### config.mk
export PLATFORM = sky130hd
export DESIGN_NAME = lvg_bank
export DESIGN_NICKNAME = d
export VERILOG_FILES = /design/src/core/lvg_dummy_unused.sv /design/src/core/lvg_pkg.sv /design/src/core/lvg_tick.sv /design/src/core/lvg_filter.sv /design/src/core/lvg_bank.sv
export SDC_FILE = /design/constraint.sdc
export NUM_CORES = 1
export LEC_CHECK = 0
export BUFFER_PORTS_ARGS = -buffer_cell sky130_fd_sc_hd__buf_4
export CAP_MARGIN = 30
export CORE_UTILIZATION = 45
export CTS_CLUSTER_SIZE = 40
export DETAILED_ROUTE_END_ITERATION = 12
export GPL_ROUTABILITY_DRIVEN = 1
export PLACE_DENSITY = 0.61
export SLEW_MARGIN = 20
export SYNTH_ARGS = -nofsm -noshare
export SYNTH_HDL_FRONTEND = slang
export SYNTH_SLANG_ARGS = --single-unit
### constraint.sdc
create_clock -name mclk -period 5.4 [get_ports mclk]
set_input_delay 0.27 -clock mclk [delete_from_list [all_inputs] [get_ports mclk]]
set_output_delay 0.27 -clock mclk [all_outputs]
set_load 0.01 [all_outputs]
### src/core/lvg_dummy_unused.sv
// Reserved slot for later pin bank extensions; holds no logic

### src/core/lvg_pkg.sv
// Shared constants for the low-voltage pin bank
package lvg_pkg;
	localparam int          NPINS        = 4;
	localparam int          CTRL_W       = 16;
	// Control word field positions
	localparam int          F_DIR        = 0;
	localparam int          F_DIN        = 1;
	localparam int          F_DOUT       = 2;
	localparam int          F_SCHMITT    = 3;
	localparam int          F_FILT_LO    = 4;
	localparam int          F_EDGE_LO    = 6;
	localparam int          F_KEEPER     = 8;
	localparam int          F_ODRAIN     = 9;
	localparam int          F_STRENGTH   = 10;
	localparam int          F_PULL_ON    = 11;
	localparam int          F_PULL_LO    = 12;
	localparam int          F_SLEW_LO    = 14;
	// Reset: input, hysteresis on, pull on, 100k pull-up, slow slew
	localparam logic [15:0] CTRL_RST     = 16'h3808;
	// Filter time codes
	localparam logic [1:0]  FILT_NONE    = 2'h0;
	localparam logic [1:0]  FILT_10      = 2'h1;
	localparam logic [1:0]  FILT_20      = 2'h2;
	localparam logic [1:0]  FILT_30      = 2'h3;
	localparam int          FILT_10_MS   = 10;
	localparam int          FILT_20_MS   = 20;
	localparam int          FILT_30_MS   = 30;
	// Edge event codes
	localparam logic [1:0]  EDGE_NONE    = 2'h0;
	localparam logic [1:0]  EDGE_FALL    = 2'h1;
	localparam logic [1:0]  EDGE_RISE    = 2'h2;
	localparam logic [1:0]  EDGE_BOTH    = 2'h3;
	// Clock and millisecond tick
	localparam int          CLK_HZ       = 200_000_000;
	localparam int          TICK_MS      = 1;
	localparam int          TICK_CYCLES  = CLK_HZ / 1000 * TICK_MS;
endpackage : lvg_pkg

### src/core/lvg_tick.sv
// Millisecond enable pulse divider
`timescale 1ns/1ps
module lvg_tick
#(
	parameter int CYCLES = lvg_pkg::TICK_CYCLES
)
(
	// Clock and reset
	input  wire logic mclk,
	input  wire logic rst_n,
	// One-cycle enable every CYCLES clocks
	output logic      tick
);
	import lvg_pkg::*;

	logic [31:0] cnt_r;
	logic [31:0] cnt_nxt;
	logic        tick_r;
	logic        tick_nxt;

	// Free-running count, wraps at CYCLES
	always_comb
	begin
		tick_nxt = 1'b0;
		cnt_nxt  = cnt_r + 32'h0000_0001;
		if (cnt_r == 32'(CYCLES - 1))
		begin
			cnt_nxt  = 32'h0000_0000;
			tick_nxt = 1'b1;
		end
	end

	always_ff @(posedge mclk)
	begin
		if (!rst_n)
		begin
			cnt_r  <= 32'h0000_0000;
			tick_r <= 1'b0;
		end
		else
		begin
			cnt_r  <= cnt_nxt;
			tick_r <= tick_nxt;
		end
	end

	assign tick = tick_r;
endmodule : lvg_tick

### src/core/lvg_filter.sv
// Pin synchroniser and millisecond debounce filter for one pin
`timescale 1ns/1ps
module lvg_filter
(
	// Clock and reset
	input  wire logic       mclk,
	input  wire logic       rst_n,
	// Timing and setting
	input  wire logic       tick,
	input  wire logic [1:0] filt_sel,
	// Pin and result
	input  wire logic       pin_in,
	output logic            level
);
	import lvg_pkg::*;

	logic       sync1_r;
	logic       sync2_r;
	logic       level_r;
	logic       level_nxt;
	logic [4:0] cnt_r;
	logic [4:0] cnt_nxt;
	logic [4:0] need;

	// Stable time needed in whole milliseconds
	always_comb
	begin
		unique case (filt_sel)
			FILT_10: need = 5'(FILT_10_MS);
			FILT_20: need = 5'(FILT_20_MS);
			FILT_30: need = 5'(FILT_30_MS);
			FILT_NONE: need = 5'h00;
		endcase
	end

	// A change is accepted once it has held through need consecutive ticks;
	// the first tick may come early, so the hold can be up to 1 ms short
	always_comb
	begin
		level_nxt = level_r;
		cnt_nxt   = cnt_r;
		if (filt_sel == FILT_NONE)
		begin
			level_nxt = sync2_r;
			cnt_nxt   = 5'h00;
		end
		else if (sync2_r == level_r)
			cnt_nxt = 5'h00;
		else if (tick)
		begin
			if (cnt_r + 5'h01 >= need)
			begin
				level_nxt = sync2_r;
				cnt_nxt   = 5'h00;
			end
			else
				cnt_nxt = cnt_r + 5'h01;
		end
	end

	// Two-stage synchroniser; only the second stage is read
	always_ff @(posedge mclk)
	begin
		if (!rst_n)
		begin
			sync1_r <= 1'b0;
			sync2_r <= 1'b0;
			level_r <= 1'b0;
			cnt_r   <= 5'h00;
		end
		else
		begin
			sync1_r <= pin_in;
			sync2_r <= sync1_r;
			level_r <= level_nxt;
			cnt_r   <= cnt_nxt;
		end
	end

	assign level = level_r;
endmodule : lvg_filter

### src/core/lvg_bank.sv
// Four low-voltage general purpose pins with per-pin control words
// Contract
// - Four pins, each independently set as input or output.
// - Each pin has its own sixteen-bit control word.
// - Direction bit: 0 input (reset), 1 output.
// - Input level bit reads the pin's present level; the code returns the debounced level when a filter is set.
// - Output level bit drives the pin low or high when output.
// - Filter field: none, 10, 20 or 30 ms debounce; none at reset.
// - Edge field: none, falling, rising or both; none at reset.
// - Open-drain bit: 0 push-pull (reset), 1 open-drain.
// - Keeper bit: 0 off (reset), 1 on.
// - Strength bit: 0 gives 4 mA (reset), 1 gives 8 mA.
// - Pull enable bit: 0 off, 1 on; on at reset.
// - Pull kind: 10k down, 10k up, 100k down, 100k up (reset).
// - Slew field: slow (reset), normal, fast, very fast.
`timescale 1ns/1ps
module lvg_bank
	import lvg_pkg::*;
#(
	parameter int NP       = lvg_pkg::NPINS,
	parameter int MS_TICKS = lvg_pkg::TICK_CYCLES
)
(
	// Clock and reset
	input  wire logic                    mclk,
	input  wire logic                    rst_n,
	// Control word write port
	input  wire logic                    wr_en,
	input  wire logic [1:0]              wr_sel,
	input  wire logic [CTRL_W-1:0]       wr_data,
	// Control word read port
	input  wire logic [1:0]              rd_sel,
	output logic      [CTRL_W-1:0]       rd_data,
	// Event flags and interrupt
	input  wire logic [NP-1:0]           evt_clr,
	output logic      [NP-1:0]           evt_flag,
	output logic                         irq,
	// Pins
	input  wire logic [NP-1:0]           pin_i,
	output logic      [NP-1:0]           pin_o,
	output logic      [NP-1:0]           pin_oe,
	// Pad settings
	output logic      [NP-1:0]           pad_schmitt,
	output logic      [NP-1:0]           pad_keeper,
	output logic      [NP-1:0]           pad_strength,
	output logic      [NP-1:0]           pad_pull_on,
	output logic      [2*NP-1:0]         pad_pull_kind,
	output logic      [2*NP-1:0]         pad_slew
);
	import lvg_pkg::*;

	// Writable control words; the input level bit is not stored here
	logic [CTRL_W-1:0] ctrl_r   [NP];
	logic [CTRL_W-1:0] ctrl_nxt [NP];
	logic [NP-1:0]     lvl;
	logic [NP-1:0]     lvl_d_r;
	logic [NP-1:0]     evt_r;
	logic [NP-1:0]     evt_nxt;
	logic [NP-1:0]     hit;
	logic              irq_r;
	logic [CTRL_W-1:0] rd_r;
	logic [CTRL_W-1:0] rd_nxt;
	logic [NP-1:0]     po_r;
	logic [NP-1:0]     po_nxt;
	logic [NP-1:0]     poe_r;
	logic [NP-1:0]     poe_nxt;
	logic              tick;

	// Two-bit field extraction used for several fields
	function automatic logic [1:0] fld2(input logic [CTRL_W-1:0] w, input int lo);
		fld2 = w[lo +: 2];
	endfunction : fld2

	// Shared millisecond timebase for all filters
	lvg_tick #(
		.CYCLES (MS_TICKS)
	) u_tick (
		.mclk  (mclk),
		.rst_n (rst_n),
		.tick  (tick)
	);

	// One synchroniser and debounce per pin
	genvar g;
	generate
		for (g = 0; g < NP; g++)
		begin : g_pin
			lvg_filter u_filt (
				.mclk     (mclk),
				.rst_n    (rst_n),
				.tick     (tick),
				.filt_sel (fld2(ctrl_r[g], F_FILT_LO)),
				.pin_in   (pin_i[g]),
				.level    (lvl[g])
			);
		end
	endgenerate

	// Software writes the selected word; input level bit is read-only
	always_comb
	begin
		for (int i = 0; i < NP; i++)
		begin
			ctrl_nxt[i] = ctrl_r[i];
			if (wr_en && (wr_sel == 2'(i)))
			begin
				ctrl_nxt[i]        = wr_data;
				ctrl_nxt[i][F_DIN] = 1'b0;
			end
		end
	end

	// Pin drive: push-pull drives both levels, open-drain only pulls low
	always_comb
	begin
		for (int i = 0; i < NP; i++)
		begin
			po_nxt[i]  = ctrl_r[i][F_DOUT];
			poe_nxt[i] = 1'b0;
			if (ctrl_r[i][F_DIR])
			begin
				if (ctrl_r[i][F_ODRAIN])
					poe_nxt[i] = ~ctrl_r[i][F_DOUT];
				else
					poe_nxt[i] = 1'b1;
			end
		end
	end

	// Edge events on the filtered level; set wins over a same-cycle clear
	always_comb
	begin
		for (int i = 0; i < NP; i++)
		begin
			unique case (fld2(ctrl_r[i], F_EDGE_LO))
				EDGE_FALL: hit[i] = lvl_d_r[i] & ~lvl[i];
				EDGE_RISE: hit[i] = ~lvl_d_r[i] & lvl[i];
				EDGE_BOTH: hit[i] = lvl_d_r[i] ^ lvl[i];
				EDGE_NONE: hit[i] = 1'b0;
			endcase
		end
		evt_nxt = (evt_r & ~evt_clr) | hit;
	end

	// Read data: stored word with the live filtered level merged in
	always_comb
	begin
		rd_nxt        = ctrl_r[rd_sel];
		rd_nxt[F_DIN] = lvl[rd_sel];
	end

	// Registered state; every top output comes from here
	always_ff @(posedge mclk)
	begin
		if (!rst_n)
		begin
			for (int i = 0; i < NP; i++)
				ctrl_r[i] <= CTRL_RST;
			lvl_d_r <= '0;
			evt_r   <= '0;
			irq_r   <= 1'b0;
			rd_r    <= '0;
			po_r    <= '0;
			poe_r   <= '0;
		end
		else
		begin
			for (int i = 0; i < NP; i++)
				ctrl_r[i] <= ctrl_nxt[i];
			lvl_d_r <= lvl;
			evt_r   <= evt_nxt;
			irq_r   <= |evt_nxt;
			rd_r    <= rd_nxt;
			po_r    <= po_nxt;
			poe_r   <= poe_nxt;
		end
	end

	// Pad settings are straight register fields
	always_comb
	begin
		for (int i = 0; i < NP; i++)
		begin
			pad_schmitt[i]          = ctrl_r[i][F_SCHMITT];
			pad_keeper[i]           = ctrl_r[i][F_KEEPER];
			pad_strength[i]         = ctrl_r[i][F_STRENGTH];
			pad_pull_on[i]          = ctrl_r[i][F_PULL_ON];
			pad_pull_kind[2*i +: 2] = fld2(ctrl_r[i], F_PULL_LO);
			pad_slew[2*i +: 2]      = fld2(ctrl_r[i], F_SLEW_LO);
		end
	end

	assign rd_data  = rd_r;
	assign evt_flag = evt_r;
	assign irq      = irq_r;
	assign pin_o    = po_r;
	assign pin_oe   = poe_r;
endmodule : lvg_bank

==> results of run 1 <==
==> worst max-delay path by stage <==
stage	start	depth (start not counted)	slack (ns)	endpoint
2_1_floorplan	g_pin[2].u_filt.cnt_r[0]	9	3.45	g_pin[2].u_filt.level
3_3_place_gp	u_tick.cnt_r[2]	4	3.13	u_tick.cnt_r[11]
3_5_place_dp	u_tick.cnt_r[2]	4	3.16	u_tick.cnt_r[17]
4_1_cts	u_tick.cnt_r[2]	4	3.13	u_tick.cnt_r[17]
5_1_grt	u_tick.cnt_r[14]	4	2.99	u_tick.cnt_r[28]
6_report	u_tick.cnt_r[2]	4	3.14	u_tick.cnt_r[11]
==> kinds of logic (layout without fill, tap and decap cells) <==
family	after synthesis	in the layout
AND/OR/NAND/NOR	357	357
buffers and inverters	128	177
flip-flops	158	158
XOR/XNOR	23	23
adder cells (fa/ha/maj)	29	29
AO/OA/AOI/OAI	159	159
multiplexers	20	20
==> metal layers <==
| layer | vias up | part of all wire (%) | wire, microns | global-route usage, % |
|---|---|---|---|---|
| li1 | 3044 | - | - | - |
| met1 | 2830 | 47 | 8051 | 28.28 |
| met2 | 112 | 48 | 8281 | 34.14 |
| met3 | 13 | 4.6 | 800 | 4.764 |
| met4 | 0 | 0.98 | 170 | 5.882 |
| met5 | - | 0 | 0 | 0 |
==> worst reg2reg max path: cells and delay by family (launching register included) <==
| kind | cells | cell delay, ns |
|---|---|---|
| compound gates | 1 | 0.88 |
| flops | 1 | 0.47 |
| simple gates | 3 | 0.77 |
==> synthesized netlist by cell type (6+ instances only) <==
library cell	instances	area (sq um)
o21ai_0	32	160.2
nand2_1	161	604.3
clkbuf_1	36	135.1
inv_1	51	191.4
mux4_2	16	360.4
nand3_1	41	205.2
nor3b_1	6	45.04
o31ai_1	9	67.56
o211ai_1	6	45.04
nor2_1	32	120.1
nor3_1	12	60.06
xnor2_1	7	61.31
nor4_1	7	43.79
and4_1	6	52.55
or4_1	10	75.07
nand4_1	10	62.56
dfxtp_1	158	3163
xor2_1	16	140.1
ha_1	29	362.9
buf_4	32	240.2
a21oi_1	81	405.4
and2_1	34	212.7
==> power groups by stage <==
stage | clock network, mW | logic [mW] | registers [mW]
CTS | 1.23 | 0.175 | 1.23
finish | 1.21 | 0.174 | 1.23
detailed placement | 0 | 0.174 | 1.25
floorplan | 0 | 0.114 | 1.25
global placement | 0 | 0.173 | 1.25
global route | 1.28 | 0.193 | 1.23
==> registers in the layout, indices dropped and copies added, names as in the netlist <==
| register | cells |
|---|---|
| ctrl_r | 60 |
| evt_flag | 4 |
| g_pin.u_filt.cnt_r | 20 |
| g_pin.u_filt.level | 4 |
| g_pin.u_filt.sync1_r | 4 |
| g_pin.u_filt.sync2_r | 4 |
| irq | 1 |
| lvl_d_r | 4 |
| pin_o | 4 |
| pin_oe | 4 |
| rd_data | 16 |
| u_tick.cnt_r | 32 |
| u_tick.tick | 1 |
==> stage by stage <==
step	instances	utilization, %	power, mW	setup WS (ns)	instance area [sq um]
after floorplan	874	-	1.359	3.455	7471
after CTS	1139	53.86	2.629	3.131	8648
after global routing	1139	53.86	2.704	2.992	8648
after global placement	1107	50.12	1.424	3.131	8049
after detailed placement	1107	50.12	1.425	3.160	8049
final	1139	53.86	2.606	3.142	8648
==> layout make-up <==
cell class / count / area (sq um) / share of cell area [%]
clock buffers: 18 / 439.2 / 5.078
clock inverters: 14 / 160.2 / 1.852
inverters: 51 / 191.4 / 2.214
multi-input cells: 588 / 3719 / 43.00
flip-flops and latches: 158 / 3163 / 36.57
well taps: 216 / 270.3 / 3.125
repair buffers: 94 / 705.7 / 8.160
==> reports/metrics.cfg, run 1 <==
[logic_synthesis]
synthSimpleGateAreaFrac_pct = 23.98
syn_area_per_cell_sq_um = 8.548
synth_mux_area_share_pct = 5.359
synth_top_family_by_area = simple AND/OR/NAND/NOR gates
yosys.cell_types.count = 53
ys_ff_latch = 158
synth_flop_cell = dfxtp_1
synthAdderAreaFrac_pct = 4.857
synth-compound-area-share_pct = 12.63
ys_warn_count = 0
synth_edf_count = 0
syn_nets = 934
synth_xor_area_share_pct = 2.696
seq_area_frac_synth_pct = 42.34
syn_inst = 874
synth_area_sq_um = 7471
async_flop_share_pct = 0

[sta]
holdWs_ns = 0.04847
worst_pin_slew_ns = 0.9149
rsz0062_at_grt = false
setup_viol = 0
fin_tns_setup_ns = 0
slew_headroom_pct = 39.00
fmax_mhz = 442.9
fin_crit_ns = 2.258
min_period_over_period_pct = 41.81
skew_ns = 0.008710
maxSlewViolCount = 0
hold_viol = 0

[outcome]
status = complete, no violations

[setup_path]
path_cells = and4_2, nand2_2, o31ai_4, nor2_1
slowest_delay_ns = 0.87
rr_startpoint = u_tick.cnt_r[2]
cpMaxStageDelayCell = o31ai_4
critPathTopFamily = compound AO/OA/AOI/OAI gates
worstPathArrival_ns = 2.54
r2r_slack_ns = 3.14
critical_path_class = reg -> reg
worst_r2r_endpoint = u_tick.cnt_r[11]
cp-start-kind = register
cp.required_ns = 5.68
reg2regPathDepth = 4
cp_max_fo = 21
critPathBufInv = 0
critical_path.endpoint_type = register

[power_and_ir_drop]
pwr-share-seq_pct = 47.0
p_leak_nw = 3.353
clockPowerShare_pct = 46.3
p_per_area_nw_per_um2 = 301.4
p_int_mw = 1.977
p_switching_uw = 629.9
ir_worst_vdd_mv = 0.2243
switching_share_pct = 24.17
combPwrFrac_pct = 6.7

[final_layout]
drive_above_1_share_pct = 18.20
antenna_cells = 0
final_common_cell = nand2_1
mostFrequentLayoutCells = 161 x nand2_1, 158 x dfxtp_1, 94 x buf_4
final_nets = 970
syn2layout_area_growth_pct = 15.76
n_fill_cell = 1531

[die]
ios = 92
die_h_microns = 130.9
die_w_microns = 130.9
start_util_pct = 46.52
core_sq_um = 16060
die_area_sq_um = 17120
rows = 46

[global_routing]
grt_pass1_vias = 5479
grt_usage_pct = 21.13
overflow = 0
grt_first_pass_wirelength_microns = 27920
grt_max_degree = 67
antenna_found_initial = 0

[clock_network]
cts_sinks = 158
clk_pin_slew_ns = 0.07
cts_setup_buffers = 0
clock_latency_ns = 0.42
cts_inserted_buffers = 17
cts_buffer_depth = 2
hold_buffers = 0
cts_tree = done
htree_levels = 4
ctsResizeCount = 0
root_buffer = clkbuf_16

[detailed_routing]
drt_iter0_drc = 410
routed-via-count = 5999
drtPass1Iterations = 4
wl_per_cell_microns = 15.19
drc = 0
drt-total-wl_microns = 17300
ant_nets = 0
via_per_inst = 5.267

[hold_path]
min_from = pin_i[2]
min_path_type = in -> reg
worst_hold_path.endpoint = g_pin[2].u_filt.sync1_r
holdPathStages = 2

[placed_design]
hpwl_microns = 11620
portBuffers = 90
place_congestion = 0.7744

[run]
drv_cap = 0

Power figures use the tool's default switching activity.
==> run 2: changes to the inputs <==
- PLACE_DENSITY: 0.61 -> 0.64
- clock period: 5.4 -> 1.95 ns (I/O delays scaled with it)
==> reports/metrics.cfg, run 2 (same netlist as run 1, synthesis figures left out) <==
[sta]
slew_headroom_pct = 52.23  ; +13 points
setup_viol = 1  ; +1
worst_pin_slew_ns = 0.7155  ; -0.1994 ns
maxSlewViolCount = 0  ; unchanged
min_period_over_period_pct = 100.3  ; +58 points
fmax_mhz = 511.5  ; +15%
fin_crit_ns = 1.955  ; -0.3027 ns
rsz0062_at_grt = true
hold_viol = 0  ; unchanged
worst_slack_ns = -0.005163  ; -3.147 ns
skew_ns = 0.009360  ; +0.0006499 ns

[global_routing]
met3_usage_pct = 4.886  ; +0.12 points
met2_usage_pct = 35.92  ; +1.8 points
overflow = 0  ; unchanged
grt_usage_pct = 22.14  ; +1.0 points
use_met1_pct = 29.63  ; +1.4 points
top_usage_layer = met2
grt_pass1_vias = 5869  ; +7.1%
antenna_found_initial = 0  ; unchanged
grt_max_degree = 35  ; -48%
grt_first_pass_wirelength_microns = 29320  ; +5.0%

[final_layout]
antenna_cells = 0  ; unchanged
final_common_cell = nand2_1
final_area_sq_um = 9529  ; +10%
syn2layout_area_growth_pct = 27.55
largest_register_ffs = 60  ; unchanged
top_regs = ctrl_r x60, u_tick.cnt_r x32, g_pin.u_filt.cnt_r x20
mostFrequentLayoutCells = 161 x nand2_1, 150 x dfxtp_1, 134 x buf_4
regMostFlops = ctrl_r
drive_above_1_share_pct = 26.32  ; +8.1 points
final_nets = 1031  ; +6.3%

[detailed_routing]
ant_nets = 0  ; unchanged
drt_iter0_drc = 432  ; +5.4%
via_per_inst = 5.329  ; +1.2%
drtPass1Iterations = 5  ; +1
routed-via-count = 6395  ; +6.6%
drc = 0  ; unchanged
drt-total-wl_microns = 18870  ; +9.0%
wl_per_cell_microns = 15.72  ; +3.5%

[setup_path]
worst_r2r_endpoint = g_pin[1].u_filt.level
critical_path.endpoint_type = register
cp_max_fo = 3  ; -86%
cp.required_ns = 2.31  ; -3.37 ns
slowest_delay_ns = 0.39  ; -0.48 ns
critPathTopFamily = simple AND/OR/NAND/NOR gates
worstPathArrival_ns = 2.31  ; -0.23 ns
path_cells = ha_4, nand3_1, xor2_1, inv_1, ha_1, or2_4, a21oi_2, or3b_4, a21oi_1
reg2regPathDepth = 9  ; +5
critical_path_class = reg -> reg
critPathBufInv = 1  ; +1
worstSetupStartpoint = g_pin[1].u_filt.cnt_r[1]
cp-start-kind = register
crit_end = g_pin[1].u_filt.level
cpMaxStageDelayCell = or3b_4
rr_startpoint = g_pin[1].u_filt.cnt_r[1]
r2r_slack_ns = -0.005  ; -3.15 ns
crit_cells = 9  ; +5

[die]
die_area_sq_um = 17120  ; unchanged
die_w_microns = 130.9  ; unchanged
start_util_pct = 46.52  ; unchanged
ios = 92  ; unchanged
die_h_microns = 130.9  ; unchanged
core_sq_um = 16060  ; unchanged
rows = 46  ; unchanged

[placed_design]
place_congestion = 0.7971  ; +2.9%
hpwl_microns = 12590  ; +8.4%
portBuffers = 90  ; unchanged
place_area_sq_um = 8330  ; +3.5%
pre_cts_slack_ns = -0.1134  ; -3.273 ns

[hold_path]
min_path_type = in -> reg
min_from = rst_n

[power_and_ir_drop]
p_leak_nw = 3.685  ; +9.9%
p_per_area_nw_per_um2 = 751.1  ; +150%
ir_worst_vdd_mv = 0.6193  ; +180%

[clock_network]
clock_latency_ns = 0.43  ; about the same
clk_pin_slew_ns = 0.06  ; about the same
cts_inserted_buffers = 17  ; unchanged
cts_buffer_depth = 2  ; unchanged
cts_tree = done
root_buffer = clkbuf_16
htree_levels = 4  ; unchanged
cts_sinks = 158  ; unchanged

[outcome]
failed_checks = setup timing
status = complete, but fails checks

[run]
drv_cap = 0  ; unchanged

==> run 2: where the power goes <==
| group | total [mW] | internal [mW] | switching [mW] |
|---|---|---|---|
| logic | 0.582 | 0.281 | 0.301 |
| registers | 3.39 | 3.31 | 0.0798 |
| clock network | 3.18 | 1.86 | 1.32 |
| total | 7.16 | 5.46 | 1.70 |
==> run 2: worst min path at each step <==
stage | end | slack, ns | cells past startpoint
CTS | g_pin[2].u_filt.sync2_r | 0.04 | 2
detailed placement | g_pin[1].u_filt.sync1_r | 0.31 | 2
floorplan | ctrl_r[1][11] | 0.22 | 2
global placement | g_pin[1].u_filt.sync1_r | 0.31 | 2
finish | g_pin[0].u_filt.sync2_r | 0.06 | 2
global route | g_pin[0].u_filt.sync1_r | 0.05 | 2
==> run 2: area by class of cell <==
class	instances	area, sq um
sequential	158	3181
inverter	51	191.4
timing repair buffer	155	1227
fill	1375	6529
multi-input combinational	588	4096
clock inverter	8	81.33
tap	216	270.3
clock buffer	24	481.7
==> run 2: layer usage <==
metal  vias to the layer above  routed length, microns
li1                       3183                       -
met1                      3061                    8768
met2                       134                    9077
met3                        17                     808
met4                         0                     212
met5                         -                       0
==> run 2: repair_timing <==
item	in CTS	in global routing
gates resized for setup	27	65
pin swaps	9	36
buffers inserted	4	1
endpoints found under the hold margin	64	0
endpoints found under the setup margin	5	25
hold buffers	19	0
==> run 2: per-stage QoR <==
step                      hold WS [ns]  std cells  total power [mW]  setup TNS (ns)  utilization, %
after floorplan                 0.2215        874             3.764               0               -
after global placement          0.3087       1144             3.968         -0.1885           51.88
after detailed placement        0.3141       1144             3.972         -0.3717           51.88
after CTS                      0.04412       1199             7.157       -0.002596           57.35
after global routing           0.04554       1200             7.427         -0.3001           59.34
final                          0.05655       1200             7.157       -0.005163           59.34
==> run 3: changes to the inputs <==
- BUFFER_PORTS_ARGS: -buffer_cell sky130_fd_sc_hd__buf_4 -> -buffer_cell sky130_fd_sc_hd__buf_2
==> reports/metrics.cfg, run 3 (same netlist as run 1, synthesis figures left out) <==
[clock_network]
cts_sinks = 158  ; unchanged
clk_pin_slew_ns = 0.06  ; about the same
htree_levels = 4  ; unchanged
clock_latency_ns = 0.42  ; about the same
root_buffer = clkbuf_16
cts_tree = done
cts_inserted_buffers = 17  ; unchanged
cts_buffer_depth = 2  ; unchanged

[detailed_routing]
wl_per_cell_microns = 15.96  ; +1.5%
routed-via-count = 6529  ; +2.1%
met1Wirelength_microns = 8854  ; +0.98%
ant_nets = 0  ; unchanged
drt_iter0_drc = 477  ; +10%
drc = 0  ; unchanged
drt-total-wl_microns = 19300  ; +2.3%
dr_wl_met2_microns = 9359  ; +3.1%
top_layer = met4
drtPass1Iterations = 7  ; +2
wl_met3_microns = 801  ; -0.87%
via_per_inst = 5.400  ; +1.3%

[hold_path]
holdPathStages = 4  ; +2
min_path_type = in -> reg
min_from = wr_sel[1]
worst_hold_path.endpoint = ctrl_r[0][0]

[placed_design]
place_area_sq_um = 8175  ; -1.9%
place_congestion = 0.8167  ; +2.5%
pre_cts_slack_ns = -0.1186  ; -0.005151 ns
hpwl_microns = 12490  ; -0.85%
portBuffers = 90  ; unchanged

[power_and_ir_drop]
p_total_mw = 6.966  ; -2.7%
p_per_area_nw_per_um2 = 733.4  ; -2.4%
ir_worst_vdd_mv = 0.6414  ; +3.6%
p_leak_nw = 3.659  ; -0.72%

[global_routing]
overflow = 0  ; unchanged
grt_max_degree = 50  ; +43%
antenna_found_initial = 0  ; unchanged
grt_pass1_vias = 5947  ; +1.3%
grt_usage_pct = 22.13  ; about the same
grt_first_pass_wirelength_microns = 29400  ; +0.28%

[setup_path]
critical_path_class = reg -> reg
rr_startpoint = g_pin[3].u_filt.cnt_r[0]
worstPathArrival_ns = 2.30  ; about the same
reg2regPathDepth = 8  ; -1
cp-start-kind = register
cp_max_fo = 4  ; +1
cp.required_ns = 2.29  ; -0.02 ns
worst_r2r_endpoint = g_pin[3].u_filt.cnt_r[4]
slowest_delay_ns = 0.36  ; -0.03 ns
critical_path.endpoint_type = register
cpMaxStageDelayCell = dfxtp_4
r2r_slack_ns = -0.02  ; about the same
path_cells = ha_4, buf_6, xor2_2, ha_1, and2_4, a21oi_4, o2111ai_2, o21ai_0

[sta]
worst_slack_ns = -0.01733  ; -0.01217 ns
skew_ns = 0.008576  ; -0.0007842 ns
rsz0062_at_grt = true
fmax_mhz = 508.3  ; -0.62%
maxSlewViolCount = 0  ; unchanged
fin_crit_ns = 1.967  ; +0.01217 ns
min_period_over_period_pct = 100.9  ; +0.62 points
setup_viol = 2  ; +1
hold_viol = 0  ; unchanged
worst_pin_slew_ns = 0.7826  ; +0.06705 ns
slew_headroom_pct = 47.76  ; -4.5 points

[die]
start_util_pct = 46.52  ; unchanged
die_w_microns = 130.9  ; unchanged
die_h_microns = 130.9  ; unchanged
rows = 46  ; unchanged
die_area_sq_um = 17120  ; unchanged
ios = 92  ; unchanged
core_sq_um = 16060  ; unchanged

[final_layout]
final_nets = 1041  ; +0.97%
antenna_cells = 0  ; unchanged
final_area_sq_um = 9498  ; -0.33%
utilization_pct = 59.15  ; -0.19 points
largest_register_ffs = 60  ; unchanged
final_common_cell = nand2_1
mostFrequentLayoutCells = 161 x nand2_1, 149 x dfxtp_1, 90 x buf_2
top_regs = ctrl_r x60, u_tick.cnt_r x32, g_pin.u_filt.cnt_r x20
syn2layout_area_growth_pct = 27.13
drive_above_1_share_pct = 28.20  ; +1.9 points
regMostFlops = ctrl_r

[outcome]
failed_checks = setup timing
status = complete, but fails checks

[run]
drv_cap = 0  ; unchanged

## run 3: cell count changes in the layout (fill, tap and decap cells not counted), sizes merged
cell and delta:
bufinv -1, inv -2, clkbuf -2, clkinvlp +3, buf +10, clkinv +1
## run 3: worst max path at each step
stage	startpoint	endpoint	slack (ns)	cells past startpoint
after floorplan	g_pin[2].u_filt.cnt_r[0]	g_pin[2].u_filt.level	0.005	9
after CTS	g_pin[3].u_filt.cnt_r[1]	g_pin[3].u_filt.level	0.003	8
after global routing	g_pin[3].u_filt.cnt_r[1]	g_pin[3].u_filt.cnt_r[4]	-0.10	8
after detailed placement	g_pin[2].u_filt.cnt_r[0]	g_pin[2].u_filt.level	-0.12	9
final	g_pin[3].u_filt.cnt_r[0]	g_pin[3].u_filt.cnt_r[4]	-0.02	8
after global placement	g_pin[0].u_filt.cnt_r[0]	g_pin[0].u_filt.level	-0.07	9
## run 3: repair_timing
| action | in CTS | in global routing |
|---|---|---|
| endpoints found under the setup margin | 5 | 23 |
| endpoints found under the hold margin | 64 | 0 |
| buffers inserted | 3 | 6 |
| hold buffers | 19 | 0 |
| pin swaps | 7 | 58 |
| cloned | 0 | 0 |
| resized for setup | 29 | 84 |
## run 3: per-stage QoR
stage | std cells | TNS [ns] | hold WS [ns]
finish | 1209 | -0.02776 | 0.1047
global placement | 1150 | -0.2040 | 0.3040
detailed placement | 1150 | -0.3560 | 0.3085
CTS | 1203 | 0 | 0.09397
floorplan | 874 | 0 | 0.2215
global route | 1209 | -0.5899 | 0.1185
## run 3: report_power, final
| group | switching [mW] | internal [mW] |
|---|---|---|
| sequential | 0.0756 | 3.31 |
| combinational | 0.308 | 0.260 |
| clock | 1.33 | 1.69 |
## run 3: critical path: cells and delay by family (launching register included)
family	cells	cell delay [ns]
fa+ha+maj	2	0.47
flops	1	0.36
compound gates	3	0.64
simple gates	1	0.17
buf+inv	1	0.11
xor+xnor	1	0.14
## run 3: metal layers
layer  GRT usage (%)  vias to the layer above
met5               0                        -
met4           6.694                        0
met3           4.235                       25
met2           36.07                      172
met1           29.65                     3129
li1                -                     3203
## run 3: area by class of cell
type / count / area (sq um)
Tap cell: 216 / 270.3
Sequential cell: 158 / 3187
Inverter: 51 / 191.4
Clock inverter: 9 / 65.06
Timing Repair Buffer: 165 / 1110
Clock buffer: 22 / 464.2
Fill cell: 1379 / 6560
Multi-Input combinational cell: 588 / 4210
